File: src/inc/vte_pkg.sv
// constants for the vram transfer event scheduler
package vte_pkg;
  localparam int unsigned CNT_W      = 16;
  localparam int unsigned ADDR_W     = 32;
  localparam int unsigned APB_AW     = 8;
  localparam int unsigned NUM_FM     = 2;
  localparam int unsigned NUM_SLOT   = 8;
  // per frame memory register word index (byte address = 4 * index)
  localparam logic [3:0]  IDX_CTRL   = 4'h0;
  localparam logic [3:0]  IDX_HBTP   = 4'h1;
  localparam logic [3:0]  IDX_HATP   = 4'h2;
  localparam logic [3:0]  IDX_HBST   = 4'h3;
  localparam logic [3:0]  IDX_HAEND  = 4'h4;
  localparam logic [3:0]  IDX_VBEND  = 4'h5;
  localparam logic [3:0]  IDX_VAST   = 4'h6;
  localparam logic [3:0]  IDX_VBST   = 4'h7;
  localparam logic [3:0]  IDX_VAEND  = 4'h8;
  localparam logic [3:0]  IDX_FSTART = 4'h9;
  localparam logic [3:0]  IDX_STRIDE = 4'ha;
  localparam logic [3:0]  IDX_MASK   = 4'hb;
  localparam logic [3:0]  IDX_CUR    = 4'hc;
  localparam logic [3:0]  IDX_NEXT   = 4'hd;
  localparam int unsigned NUM_CFG    = 12;
  localparam logic [7:0]  FM1_BASE   = 8'h40;
  localparam logic [7:0]  REG_FAULT  = 8'h80;
  localparam logic [31:0] CFG_RST    = 32'h0000_0000;
  // control word fields
  localparam int unsigned CTRL_UED   = 0;
  localparam int unsigned CTRL_EMS   = 1;
  localparam int unsigned CTRL_PTS   = 3;
  localparam int unsigned CTRL_CAPT  = 4;
  localparam int unsigned CTRL_ILACE = 5;
  localparam logic [1:0]  EMS_OFF      = 2'h0;
  localparam logic [1:0]  EMS_NO_LINE  = 2'h1;
  // linked-list start addresses for packet requests
  localparam logic [31:0] LL_FIELD_FM0 = 32'h0101_00e0;
  localparam logic [31:0] LL_OVF_FM0   = 32'h0101_00e4;
  localparam logic [31:0] LL_FIELD_FM1 = 32'h0101_00e8;
  localparam logic [31:0] LL_OVF_FM1   = 32'h0101_00ec;
  typedef enum logic [1:0] {
    KIND_FIELD = 2'h0,
    KIND_LINE  = 2'h1,
    KIND_EOF   = 2'h2,
    KIND_OVF   = 2'h3
  } vte_kind_t;
  typedef enum logic [1:0] {
    PKT_IDLE = 2'b01,
    PKT_BUSY = 2'b10
  } vte_pkt_t;
endpackage : vte_pkg

File: src/core/vte_scheduler.sv
// vram row transfer event scheduler for two frame memories, apb slave
// What this block does
// - transfer point: horizontal_counter equals blank point, or area point under area control
// - if point equals blank start/area end, wait for that output low
// - field start: reset current address, request first line, load next address
// - select 0: field start at v_blank_end; noninterlaced also needs point
// - select 1: field start at v_area_start; noninterlaced also needs point
// - end of field only for capture and event mode 01
// - select 0: end of field at v_blank_start and blank point
// - select 1: end of field at v_area_end and area point
// - line event requests next line, then advances next address; active only
// - select 0: line event at blank point, none after vertical blanking
// - select 1: line event at area point, none after area inactive
// - overflow event when increment carries out of the tap mask field
// - each shift clock pulse adds the lowest one of the tap mask, except in a field start or line event cycle
// - packet select swaps row transfers for packet requests, same events
// - frame memory 0 packet lists at e0 (field) and e4 (overflow)
// - frame memory 1 packet lists at e8 (field) and ec (overflow)
// - faulting packet transfer ends at once, fault bits set, no suspend
// - list start address unchanged after a fault
// - subrow step is one bit above the top one of the tap mask
// - next address steps by stride, or twice stride when interlaced
// - same event on both memories: frame memory 0 first
`timescale 1ns/1ns
module vte_scheduler
  import vte_pkg::*;
(
  input  wire logic                        sys_clk_i,
  input  wire logic                        reset_i,
  input  wire logic                        psel_i,
  input  wire logic                        penable_i,
  input  wire logic                        pwrite_i,
  input  wire logic [vte_pkg::APB_AW-1:0]  paddr_i,
  input  wire logic [31:0]                 pwdata_i,
  output logic      [31:0]                 prdata_o,
  output logic                             pready_o,
  output logic                             pslverr_o,
  input  wire logic [vte_pkg::CNT_W-1:0]   horizontal_counter0_i,
  input  wire logic [vte_pkg::CNT_W-1:0]   horizontal_counter1_i,
  input  wire logic [vte_pkg::CNT_W-1:0]   vertical_counter0_i,
  input  wire logic [vte_pkg::CNT_W-1:0]   vertical_counter1_i,
  input  wire logic [1:0]                  h_blank_output_n_i,
  input  wire logic [1:0]                  h_area_output_i,
  input  wire logic [1:0]                  odd_field_i,
  input  wire logic [1:0]                  serial_shift_clock_i,
  input  wire logic                        req_accept_i,
  input  wire logic                        pkt_done_i,
  input  wire logic                        pkt_fault_i,
  output logic                             req_valid_o,
  output logic                             req_fm_o,
  output logic      [1:0]                  req_kind_o,
  output logic                             req_packet_o,
  output logic      [vte_pkg::ADDR_W-1:0]  req_addr_o
);
  import vte_pkg::*;

  function automatic logic [31:0] lowest_one(input logic [31:0] m);
    logic [31:0] r;
    r = 32'h0000_0000;
    for (int i = 31; i >= 0; i--) begin
      if (m[i]) begin
        r = 32'h0000_0001 << i;
      end
    end
    return r;
  endfunction : lowest_one

  function automatic logic [31:0] step_above(input logic [31:0] m);
    logic [31:0] r;
    r = 32'h0000_0000;
    for (int i = 0; i < 31; i++) begin
      if (m[i]) begin
        r = 32'h0000_0001 << (i + 1);
      end
    end
    return r;
  endfunction : step_above

  // lowest set bit wins: slot = kind * 2 + frame memory
  function automatic logic [2:0] pick_slot(input logic [7:0] p);
    logic [2:0] r;
    r = 3'h0;
    for (int i = 7; i >= 0; i--) begin
      if (p[i]) begin
        r = 3'(i);
      end
    end
    return r;
  endfunction : pick_slot

  logic [31:0]       cfg_ff   [NUM_FM][NUM_CFG];
  logic [31:0]       cur_ff   [NUM_FM];
  logic [31:0]       next_ff  [NUM_FM];
  logic [31:0]       slot_addr_ff [NUM_SLOT];
  logic [7:0]        pend_ff;
  logic [7:0]        fault_ff;
  logic [NUM_FM-1:0] in_field_ff;
  logic [NUM_FM-1:0] fs_prev_ff;
  logic [NUM_FM-1:0] ln_prev_ff;
  logic [NUM_FM-1:0] eof_prev_ff;
  vte_pkt_t          pkt_state_ff;
  logic [2:0]        busy_slot_ff;
  logic [31:0]       prdata_ff;
  logic              pready_ff;
  logic              pslverr_ff;
  logic              req_valid_ff;
  logic [2:0]        req_slot_ff;
  logic              req_packet_ff;
  logic [31:0]       req_addr_ff;

  // apb decode; one wait state so read data leaves a flop
  wire        acc_phase = psel_i & penable_i;
  wire        acc_done  = acc_phase & pready_ff;
  wire        is_fault  = (paddr_i == REG_FAULT);
  wire        reg_fm    = paddr_i[6];
  wire [3:0]  reg_idx   = paddr_i[5:2];
  wire        in_fm     = ~paddr_i[7] & (paddr_i[1:0] == 2'h0)
                          & (reg_idx <= IDX_NEXT);
  wire        mapped    = in_fm | is_fault;
  wire        wr_en     = acc_done & pwrite_i & mapped;
  wire        wr_cfg    = wr_en & in_fm & (reg_idx < IDX_CUR);
  wire        wr_next   = wr_en & in_fm & (reg_idx == IDX_NEXT);
  wire        wr_fault  = wr_en & is_fault;
  wire [31:0] rd_fm     = (reg_idx == IDX_CUR)  ? cur_ff[reg_fm]  :
                          (reg_idx == IDX_NEXT) ? next_ff[reg_fm] :
                          cfg_ff[reg_fm][reg_idx];
  wire [31:0] rd_mux    = is_fault ? {24'h00_0000, fault_ff} :
                          in_fm ? rd_fm : 32'h0000_0000;

  // per frame memory event generation, fully independent
  logic [NUM_FM-1:0] fs_ev;
  logic [NUM_FM-1:0] ln_ev;
  logic [NUM_FM-1:0] eof_ev;
  logic [NUM_FM-1:0] ovf_ev;
  logic [NUM_FM-1:0] fs_raw;
  logic [NUM_FM-1:0] ln_raw;
  logic [NUM_FM-1:0] eof_raw;
  logic [NUM_FM-1:0] stop_hit;
  logic [31:0]       fsa      [NUM_FM];
  logic [31:0]       line_inc [NUM_FM];
  logic [31:0]       ovf_addr [NUM_FM];
  logic [31:0]       tap_inc  [NUM_FM];
  logic [NUM_FM-1:0] pkt_sel;

  for (genvar g = 0; g < NUM_FM; g++) begin : g_fm
    wire [CNT_W-1:0] hc    = (g == 0) ? horizontal_counter0_i
                                      : horizontal_counter1_i;
    wire [CNT_W-1:0] vc    = (g == 0) ? vertical_counter0_i
                                      : vertical_counter1_i;
    wire [31:0]      ctrl  = cfg_ff[g][IDX_CTRL];
    wire             unblanked_event_select   = ctrl[CTRL_UED];
    wire [1:0]       event_mode_field   = ctrl[CTRL_EMS +: 2];
    wire             ilace = ctrl[CTRL_ILACE];
    wire [CNT_W-1:0] hbtp  = cfg_ff[g][IDX_HBTP][CNT_W-1:0];
    wire [CNT_W-1:0] hatp  = cfg_ff[g][IDX_HATP][CNT_W-1:0];
    wire [CNT_W-1:0] vbst  = cfg_ff[g][IDX_VBST][CNT_W-1:0];
    wire [CNT_W-1:0] vaend = cfg_ff[g][IDX_VAEND][CNT_W-1:0];
    wire [31:0]      mask  = cfg_ff[g][IDX_MASK];
    wire [31:0]      strd  = cfg_ff[g][IDX_STRIDE];
    // hold off until blank/area output is low when point sits on the edge
    wire hb_hold = (hbtp == cfg_ff[g][IDX_HBST][CNT_W-1:0])
                   & h_blank_output_n_i[g];
    wire ha_hold = (hatp == cfg_ff[g][IDX_HAEND][CNT_W-1:0])
                   & h_area_output_i[g];
    wire hb_hit  = (hc == hbtp) & ~hb_hold;
    wire ha_hit  = (hc == hatp) & ~ha_hold;
    wire h_hit   = unblanked_event_select ? ha_hit : hb_hit;
    wire [CNT_W-1:0] v_first = unblanked_event_select ? cfg_ff[g][IDX_VAST][CNT_W-1:0]
                                   : cfg_ff[g][IDX_VBEND][CNT_W-1:0];
    wire [CNT_W-1:0] v_last  = unblanked_event_select ? vaend : vbst;
    wire [CNT_W-1:0] v_stop  = unblanked_event_select ? CNT_W'(vaend + 1'b1) : vbst;
    // interlaced fields need no horizontal qualifier
    assign fs_raw[g]   = (vc == v_first) & (ilace | h_hit);
    assign eof_raw[g]  = (vc == v_last) & h_hit;
    assign stop_hit[g] = (vc == v_stop);
    // no line event for lines starting after the active region
    assign ln_raw[g]   = h_hit & in_field_ff[g] & ~stop_hit[g]
                         & ~fs_raw[g];
    // counters may dwell several clocks, so fire once on the rising match
    assign fs_ev[g]  = fs_raw[g] & ~fs_prev_ff[g]
                       & (event_mode_field != EMS_OFF);
    assign ln_ev[g]  = ln_raw[g] & ~ln_prev_ff[g]
                       & event_mode_field[1];
    assign eof_ev[g] = eof_raw[g] & ~eof_prev_ff[g]
                       & (event_mode_field == EMS_NO_LINE)
                       & ctrl[CTRL_CAPT];
    assign tap_inc[g] = lowest_one(mask);
    assign ovf_ev[g] = serial_shift_clock_i[g] & event_mode_field[0] & (mask != 0)
                       & ((cur_ff[g] & mask) == mask);
    assign ovf_addr[g] = (cur_ff[g] & ~mask)
                         + step_above(mask);
    assign line_inc[g] = ilace ? {strd[30:0], 1'b0} : strd;
    assign fsa[g] = cfg_ff[g][IDX_FSTART]
                    + ((ilace & odd_field_i[g]) ? strd : 32'h0000_0000);
    assign pkt_sel[g] = ctrl[CTRL_PTS];
  end : g_fm

  // packet requests: timing events use the field list, overflow its own
  wire [31:0] ll_field [NUM_FM];
  wire [31:0] ll_ovf   [NUM_FM];
  assign ll_field[0] = LL_FIELD_FM0;
  assign ll_ovf[0]   = LL_OVF_FM0;
  assign ll_field[1] = LL_FIELD_FM1;
  assign ll_ovf[1]   = LL_OVF_FM1;

  wire [7:0] ev_set = {ovf_ev, eof_ev, ln_ev, fs_ev};
  logic [31:0] ev_addr [NUM_SLOT];
  for (genvar g = 0; g < NUM_FM; g++) begin : g_addr
    assign ev_addr[g]     = pkt_sel[g] ? ll_field[g] : fsa[g];
    assign ev_addr[2 + g] = pkt_sel[g] ? ll_field[g] : next_ff[g];
    assign ev_addr[4 + g] = pkt_sel[g] ? ll_field[g] : cur_ff[g];
    assign ev_addr[6 + g] = pkt_sel[g] ? ll_ovf[g]   : ovf_addr[g];
  end : g_addr

  // request channel: load a winner when the holding stage is free
  wire       pkt_idle  = (pkt_state_ff == PKT_IDLE);
  wire       stage_free = ~req_valid_ff | req_accept_i;
  wire [2:0] win       = pick_slot(pend_ff);
  wire       can_load  = stage_free & (pend_ff != 8'h00) & pkt_idle
                         & ~(req_valid_ff & req_packet_ff);
  wire [7:0] take      = can_load ? (8'h01 << win) : 8'h00;
  wire       win_pkt   = pkt_sel[win[0]];
  wire       pkt_acc   = req_valid_ff & req_accept_i & req_packet_ff;
  wire       pkt_fault = (pkt_state_ff == PKT_BUSY) & pkt_fault_i;
  wire [7:0] fault_set = pkt_fault ? (8'h01 << busy_slot_ff) : 8'h00;

  vte_pkt_t nxt_pkt_state;
  always_comb begin
    case (pkt_state_ff)
      PKT_IDLE: nxt_pkt_state = pkt_acc ? PKT_BUSY : PKT_IDLE;
      // fault ends the transfer at once, nothing kept for resume
      PKT_BUSY: nxt_pkt_state = (pkt_done_i | pkt_fault_i)
                                ? PKT_IDLE : PKT_BUSY;
      default:  nxt_pkt_state = PKT_IDLE;
    endcase
  end

  always_ff @(posedge sys_clk_i) begin
    if (reset_i) begin
      pready_ff  <= 1'b0;
      pslverr_ff <= 1'b0;
      prdata_ff  <= 32'h0000_0000;
    end else begin
      pready_ff  <= acc_phase & ~pready_ff;
      pslverr_ff <= acc_phase & ~pready_ff & ~mapped;
      prdata_ff  <= (acc_phase & ~pready_ff & ~pwrite_i) ? rd_mux
                                                         : 32'h0000_0000;
    end
  end

  always_ff @(posedge sys_clk_i) begin
    for (int f = 0; f < NUM_FM; f++) begin
      for (int r = 0; r < NUM_CFG; r++) begin
        if (reset_i) begin
          cfg_ff[f][r] <= CFG_RST;
        end else if (wr_cfg & (reg_fm == f[0]) & (reg_idx == 4'(r))) begin
          cfg_ff[f][r] <= pwdata_i;
        end
      end
    end
  end

  always_ff @(posedge sys_clk_i) begin
    for (int f = 0; f < NUM_FM; f++) begin
      if (reset_i) begin
        cur_ff[f]      <= CFG_RST;
        next_ff[f]     <= CFG_RST;
        in_field_ff[f] <= 1'b0;
        fs_prev_ff[f]  <= 1'b0;
        ln_prev_ff[f]  <= 1'b0;
        eof_prev_ff[f] <= 1'b0;
      end else begin
        fs_prev_ff[f]  <= fs_raw[f];
        ln_prev_ff[f]  <= ln_raw[f];
        eof_prev_ff[f] <= eof_raw[f];
        if (fs_ev[f]) begin
          in_field_ff[f] <= 1'b1;
        end else if (stop_hit[f]) begin
          in_field_ff[f] <= 1'b0;
        end
        if (fs_ev[f]) begin
          cur_ff[f]  <= fsa[f];
          next_ff[f] <= fsa[f] + line_inc[f];
        end else if (ln_ev[f]) begin
          cur_ff[f]  <= next_ff[f];
          next_ff[f] <= next_ff[f] + line_inc[f];
        end else begin
          if (serial_shift_clock_i[f]) begin
            cur_ff[f] <= cur_ff[f] + tap_inc[f];
          end
          if (wr_next & (reg_fm == f[0])) begin
            next_ff[f] <= pwdata_i;
          end
        end
      end
    end
  end

  // pending flags: a new event beats the clear in the same cycle
  always_ff @(posedge sys_clk_i) begin
    if (reset_i) begin
      pend_ff  <= 8'h00;
      fault_ff <= 8'h00;
    end else begin
      pend_ff  <= (pend_ff & ~take) | ev_set;
      fault_ff <= (fault_ff & ~(wr_fault ? pwdata_i[7:0] : 8'h00))
                  | fault_set;
    end
  end

  always_ff @(posedge sys_clk_i) begin
    for (int s = 0; s < NUM_SLOT; s++) begin
      if (reset_i) begin
        slot_addr_ff[s] <= CFG_RST;
      end else if (ev_set[s]) begin
        slot_addr_ff[s] <= ev_addr[s];
      end
    end
  end

  always_ff @(posedge sys_clk_i) begin
    if (reset_i) begin
      req_valid_ff  <= 1'b0;
      req_slot_ff   <= 3'h0;
      req_packet_ff <= 1'b0;
      req_addr_ff   <= 32'h0000_0000;
    end else if (can_load) begin
      req_valid_ff  <= 1'b1;
      req_slot_ff   <= win;
      req_packet_ff <= win_pkt;
      req_addr_ff   <= slot_addr_ff[win];
    end else if (req_accept_i) begin
      req_valid_ff  <= 1'b0;
    end
  end

  // list pointer lives in memory; no retry address is ever advanced here
  always_ff @(posedge sys_clk_i) begin
    if (reset_i) begin
      pkt_state_ff <= PKT_IDLE;
      busy_slot_ff <= 3'h0;
    end else begin
      pkt_state_ff <= nxt_pkt_state;
      if (pkt_acc) begin
        busy_slot_ff <= req_slot_ff;
      end
    end
  end

  assign prdata_o     = prdata_ff;
  assign pready_o     = pready_ff;
  assign pslverr_o    = pslverr_ff;
  assign req_valid_o  = req_valid_ff;
  assign req_fm_o     = req_slot_ff[0];
  assign req_kind_o   = req_slot_ff[2:1];
  assign req_packet_o = req_packet_ff;
  assign req_addr_o   = req_addr_ff;
endmodule : vte_scheduler

File: config.mk
export PLATFORM = sky130hd
export DESIGN_NAME = vte_scheduler
export DESIGN_NICKNAME = d
export VERILOG_FILES = /design/src/inc/vte_pkg.sv /design/src/core/vte_scheduler.sv
export SDC_FILE = /design/constraint.sdc
export NUM_CORES = 2
export LEC_CHECK = 0
export BUFFER_PORTS_ARGS = -buffer_cell sky130_fd_sc_hd__buf_2
export CORE_MARGIN = 5
export CORE_UTILIZATION = 35
export DETAILED_ROUTE_END_ITERATION = 6
export GPL_TIMING_DRIVEN = 0
export MAX_ROUTING_LAYER = met4
export SYNTH_ARGS = -nofsm -noshare
export SYNTH_HDL_FRONTEND = slang
export SYNTH_SLANG_ARGS = --single-unit
export TNS_END_PERCENT = 100
File: constraint.sdc
create_clock -name sys_clk_i -period 8.5 [get_ports sys_clk_i]
set_input_delay 0.85 -clock sys_clk_i [delete_from_list [all_inputs] [get_ports sys_clk_i]]
set_output_delay 0.85 -clock sys_clk_i [all_outputs]
set_load 0.005 [all_outputs]
==> qor.csv <==
stage;metric;value;unit
global_routing;grt_pass1_vias;61200;
logic_synthesis;synthFlopType;edfxtp_1;
clock_tree;path_clk_slew;70;ps
logic_synthesis;synth_top_area_share;45.0;%
sta;worstMarginPinSlew;1510;ps
pwr;p_leak;34.6;nW
die;ios;191;
cells_and_area;instances_no_fill;10500;
logic_synthesis;yosysWarnings;0;
logic_synthesis;yosys_register_bits;1252;
sta;rsz0062_at_grt;false;
critical_path;path_class;reg -> reg;
die;die_x;479;um
cells_and_area;fill_cells;21300;
placement;gp_congestion;1.05;
logic_synthesis;synth_cells;7082;
routing;wl_per_cell;36.8;um
routing;top_layer;met4;
status;violations;capacitance limit, slew limit;
cells_and_area;stdcell_area;87900;um^2
placement;dp_hpwl;314000;um
worst_hold_path;min_path_type;in -> reg;
pwr;ir_worst_vdd;0.203;mV
logic_synthesis;yosysSeqAreaShare;47.6;%
logic_synthesis;yosysTopAreaCell;edfxtp_1;
routing;ant_nets;0;
logic_synthesis;synth_area;76900;um^2
die;dieArea;229000;um^2
clock_tree;root_buffer;clkbuf_16;
critical_path;endpoint_kind;register;
routing;drc;0;
global_routing;antenna_found_initial;46;
job;max-cap-violations;2;
logic_synthesis;syn_nets;7496;
logic_synthesis;synth_edf_count;1152;
logic_synthesis;syn_area_per_cell;10.9;um^2
sta;finalCritPeriodShare;98.4;%
critical_path;cp.required;9030;ps
sta;slew_headroom;-0.820;%
routing;avgViaCountPerCell;6.07;
clock_tree;numCtsBuffers;149;
routing;wl_met2;171000;um
sta;final_max_slew_viol_count;21;
global_routing;grt_use_total;33.6;%
sta;clock.fmax;120;MHz
critical_path;path_max_fanout;10;
cells_and_area;final_common_cell;edfxtp_1;
routing;via_count;63700;
clock_tree;clkSinkCount;1252;
cells_and_area;layout.nets;7875;
critical_path;arrival;8890;ps
die;die_h;479;um
cells_and_area;mostFrequentLayoutCells;1152 x edfxtp_1, 791 x and2_1, 545 x nand2_1;
clock_tree;cts.htree.levels;4;
routing;routed_wl;386000;um
die;core-area;219000;um^2
routing;met1Wirelength;150000;um
sta;finalSetupViolations;0;
placement;dp.cells;10200;
clock_tree;clock_path_buffers;3;
critical_path;cp-start-kind;register;
sta;finClkSkew;86.2;ps
logic_synthesis;synth-async-reset-ratio;0;%
clock_tree;cts_tree;yes;
clock_tree;worstSkewPairLatency;860;ps
placement;numPortBuffers;178;
global_routing;grt_pass1_wl;516000;um
die;initial_core_util;35.1;%
routing;route.met3.wl;34000;um
routing;drt_iter0_drc;8860;
sta;fin_crit;8370;ps
placement;place_area;82700;um^2
sta;hold_viol_final;0;
cells_and_area;syn_to_final_growth;14.2;%
pwr;cellPowerDensity;177;nW/um^2
die;rows;172;
global_routing;gr-total-overflow;0;
global_routing;grt_max_degree;33;
routing;first_pass_iters;5;
logic_synthesis;synth_cell_type_count;94;
status;status;complete, but fails checks;
logic_synthesis;synthTopCellsByArea;edfxtp_1 45%, and2_1 6.4%, mux4_2 5.6%;
cells_and_area;drive_gt1_share;11.6;%
-- power by group --
part	switching [W]	internal (W)	leakage, nW	total [W]
Sequential	0.000296	0.00691	12.8	0.00720
Clock	0.00293	0.00366	2.38	0.00659
Combinational	0.00118	0.000583	19.4	0.00176
Total	0.00441	0.0111	34.6	0.0156
-- cell usage after synthesis, types with 17 or more instances --
cell type  count
o21bai_1      45
xnor2_1      300
xor2_1       194
nor3_1       165
ha_1         285
buf_2         42
nor2b_1       81
nand2_1      548
o211ai_1      20
nor2_1       429
a311oi_1      62
o22ai_1       84
and3_1       277
a22oi_1       41
a21o_1       123
edfxtp_1    1152
nor3b_1       17
mux2_2        70
buf_1         52
nor4_1        67
o31ai_1       26
nand3_1      159
inv_1        183
dfxtp_1      100
a21oi_1      259
or3_1         21
mux4_2       192
o21a_1        43
and2_1       791
clkbuf_1     335
or2_2         19
o221ai_1      27
nand2b_1      56
o21ai_1       17
o21ai_0      226
mux2i_1      238
nand4_1       56
a31oi_1       23
a211oi_1      42
-- timing repair --
item,4_1_cts,5_1_grt
gates resized for setup,10,7
gates cloned,0,0
hold buffers,0,0
setup buffers,0,1
endpoints found under the setup margin,9,4
pin swaps,0,1
-- stage by stage --
| stage | utilization, % | power (W) | hold WS (ps) | setup slack, ps | TNS [ps] |
|---|---|---|---|---|---|
| 4_1_cts | 40.0 | 0.0155 | 248 | 39.3 | 0 |
| 3_5_place_dp | 37.8 | 0.00902 | 478 | -900 | -4750 |
| 5_1_grt | 40.1 | 0.0159 | 279 | 60.7 | 0 |
| 6_report | 40.1 | 0.0156 | 286 | 134 | 0 |
| 2_1_floorplan | - | 0.00809 | 426 | 2060 | 0 |
| 3_3_place_gp | 37.1 | 0.00899 | 467 | -3860 | -835310 |
-- metal layers --
| metal | vias up | global-route usage, % |
|---|---|---|
| li1 | 26900 | - |
| met1 | 32100 | 42.0 |
| met2 | 3823 | 50.8 |
| met3 | 884 | 5.86 |
| met4 | 0 | 21.1 |
| met5 | - | - |
-- critical path, cell delays in order, from the launching register on --
cell	delay (ps)
edfxtp_1	590
clkbuf_2	550
clkbuf_1	520
and3_1	250
ha_1	280
o21a_1	180
o21ai_0	740
a211oi_1	260
o21bai_1	440
a21oi_1	230
o41ai_1	910
xor2_1	420
o21ai_2	730
ha_1	410
a21oi_1	160
nor2b_1	60
a311o_1	420
a21o_1	220
a21oi_1	250
o21ai_0	180
xnor2_1	170
o21ai_0	80
-- state kept, by name, indices dropped and copies added, names as in the netlist, 2 cells and up --
register      cells
cfg_ff          768
slot_addr_ff    256
cur_ff           64
next_ff          64
prdata_o         32
req_addr_o       32
fault_ff          8
pend_ff           8
busy_slot_ff      3
req_slot_ff       3
eof_prev_ff       2
fs_prev_ff        2
in_field_ff       2
ln_prev_ff        2
pkt_state_ff      2
-- final cells by class --
| class | count | area, um^2 | area share, % |
|---|---|---|---|
| Timing Repair Buffer | 228 | 1870 | 2.13 |
| Multi-Input combinational cell | 5206 | 38300 | 43.6 |
| Sequential cell | 1252 | 36600 | 41.7 |
| Antenna cell | 34 | 85.1 | 0.0968 |
| Inverter | 185 | 694 | 0.790 |
| Clock buffer | 206 | 4110 | 4.67 |
| Clock inverter | 65 | 841 | 0.957 |
| Tap cell | 2871 | 3590 | 4.09 |
| Buffer | 439 | 1780 | 2.02 |
-- logic make-up (layout without fill, tap and decap cells) --
kind of cell	after synthesis	in the layout	share of synthesized area, %
AOI/OAI and AO/OA	1179	1179	10.2
xor gates and xnor gates	494	494	5.63
adders and majority gates	294	294	4.87
buffers and inverters	624	1123	3.19
DFF	1252	1252	47.6
muxes	500	500	9.75
other	0	34	0
and+or+nand+nor	2739	2739	18.8
-- worst paths after layout --
| check | start | to | slack (ps) | cells after the start |
|---|---|---|---|---|
| worst max-delay path | cfg_ff[1][357] | next_ff[1][31] | 130 | 21 |
| worst min register to register | pready_o | pready_o | 480 | 1 |
| worst max register to register | cfg_ff[1][357] | next_ff[1][31] | 130 | 21 |
| worst min-delay path | penable_i | pready_o | 290 | 3 |
Note: power is estimated with default switching activity, not from simulation.
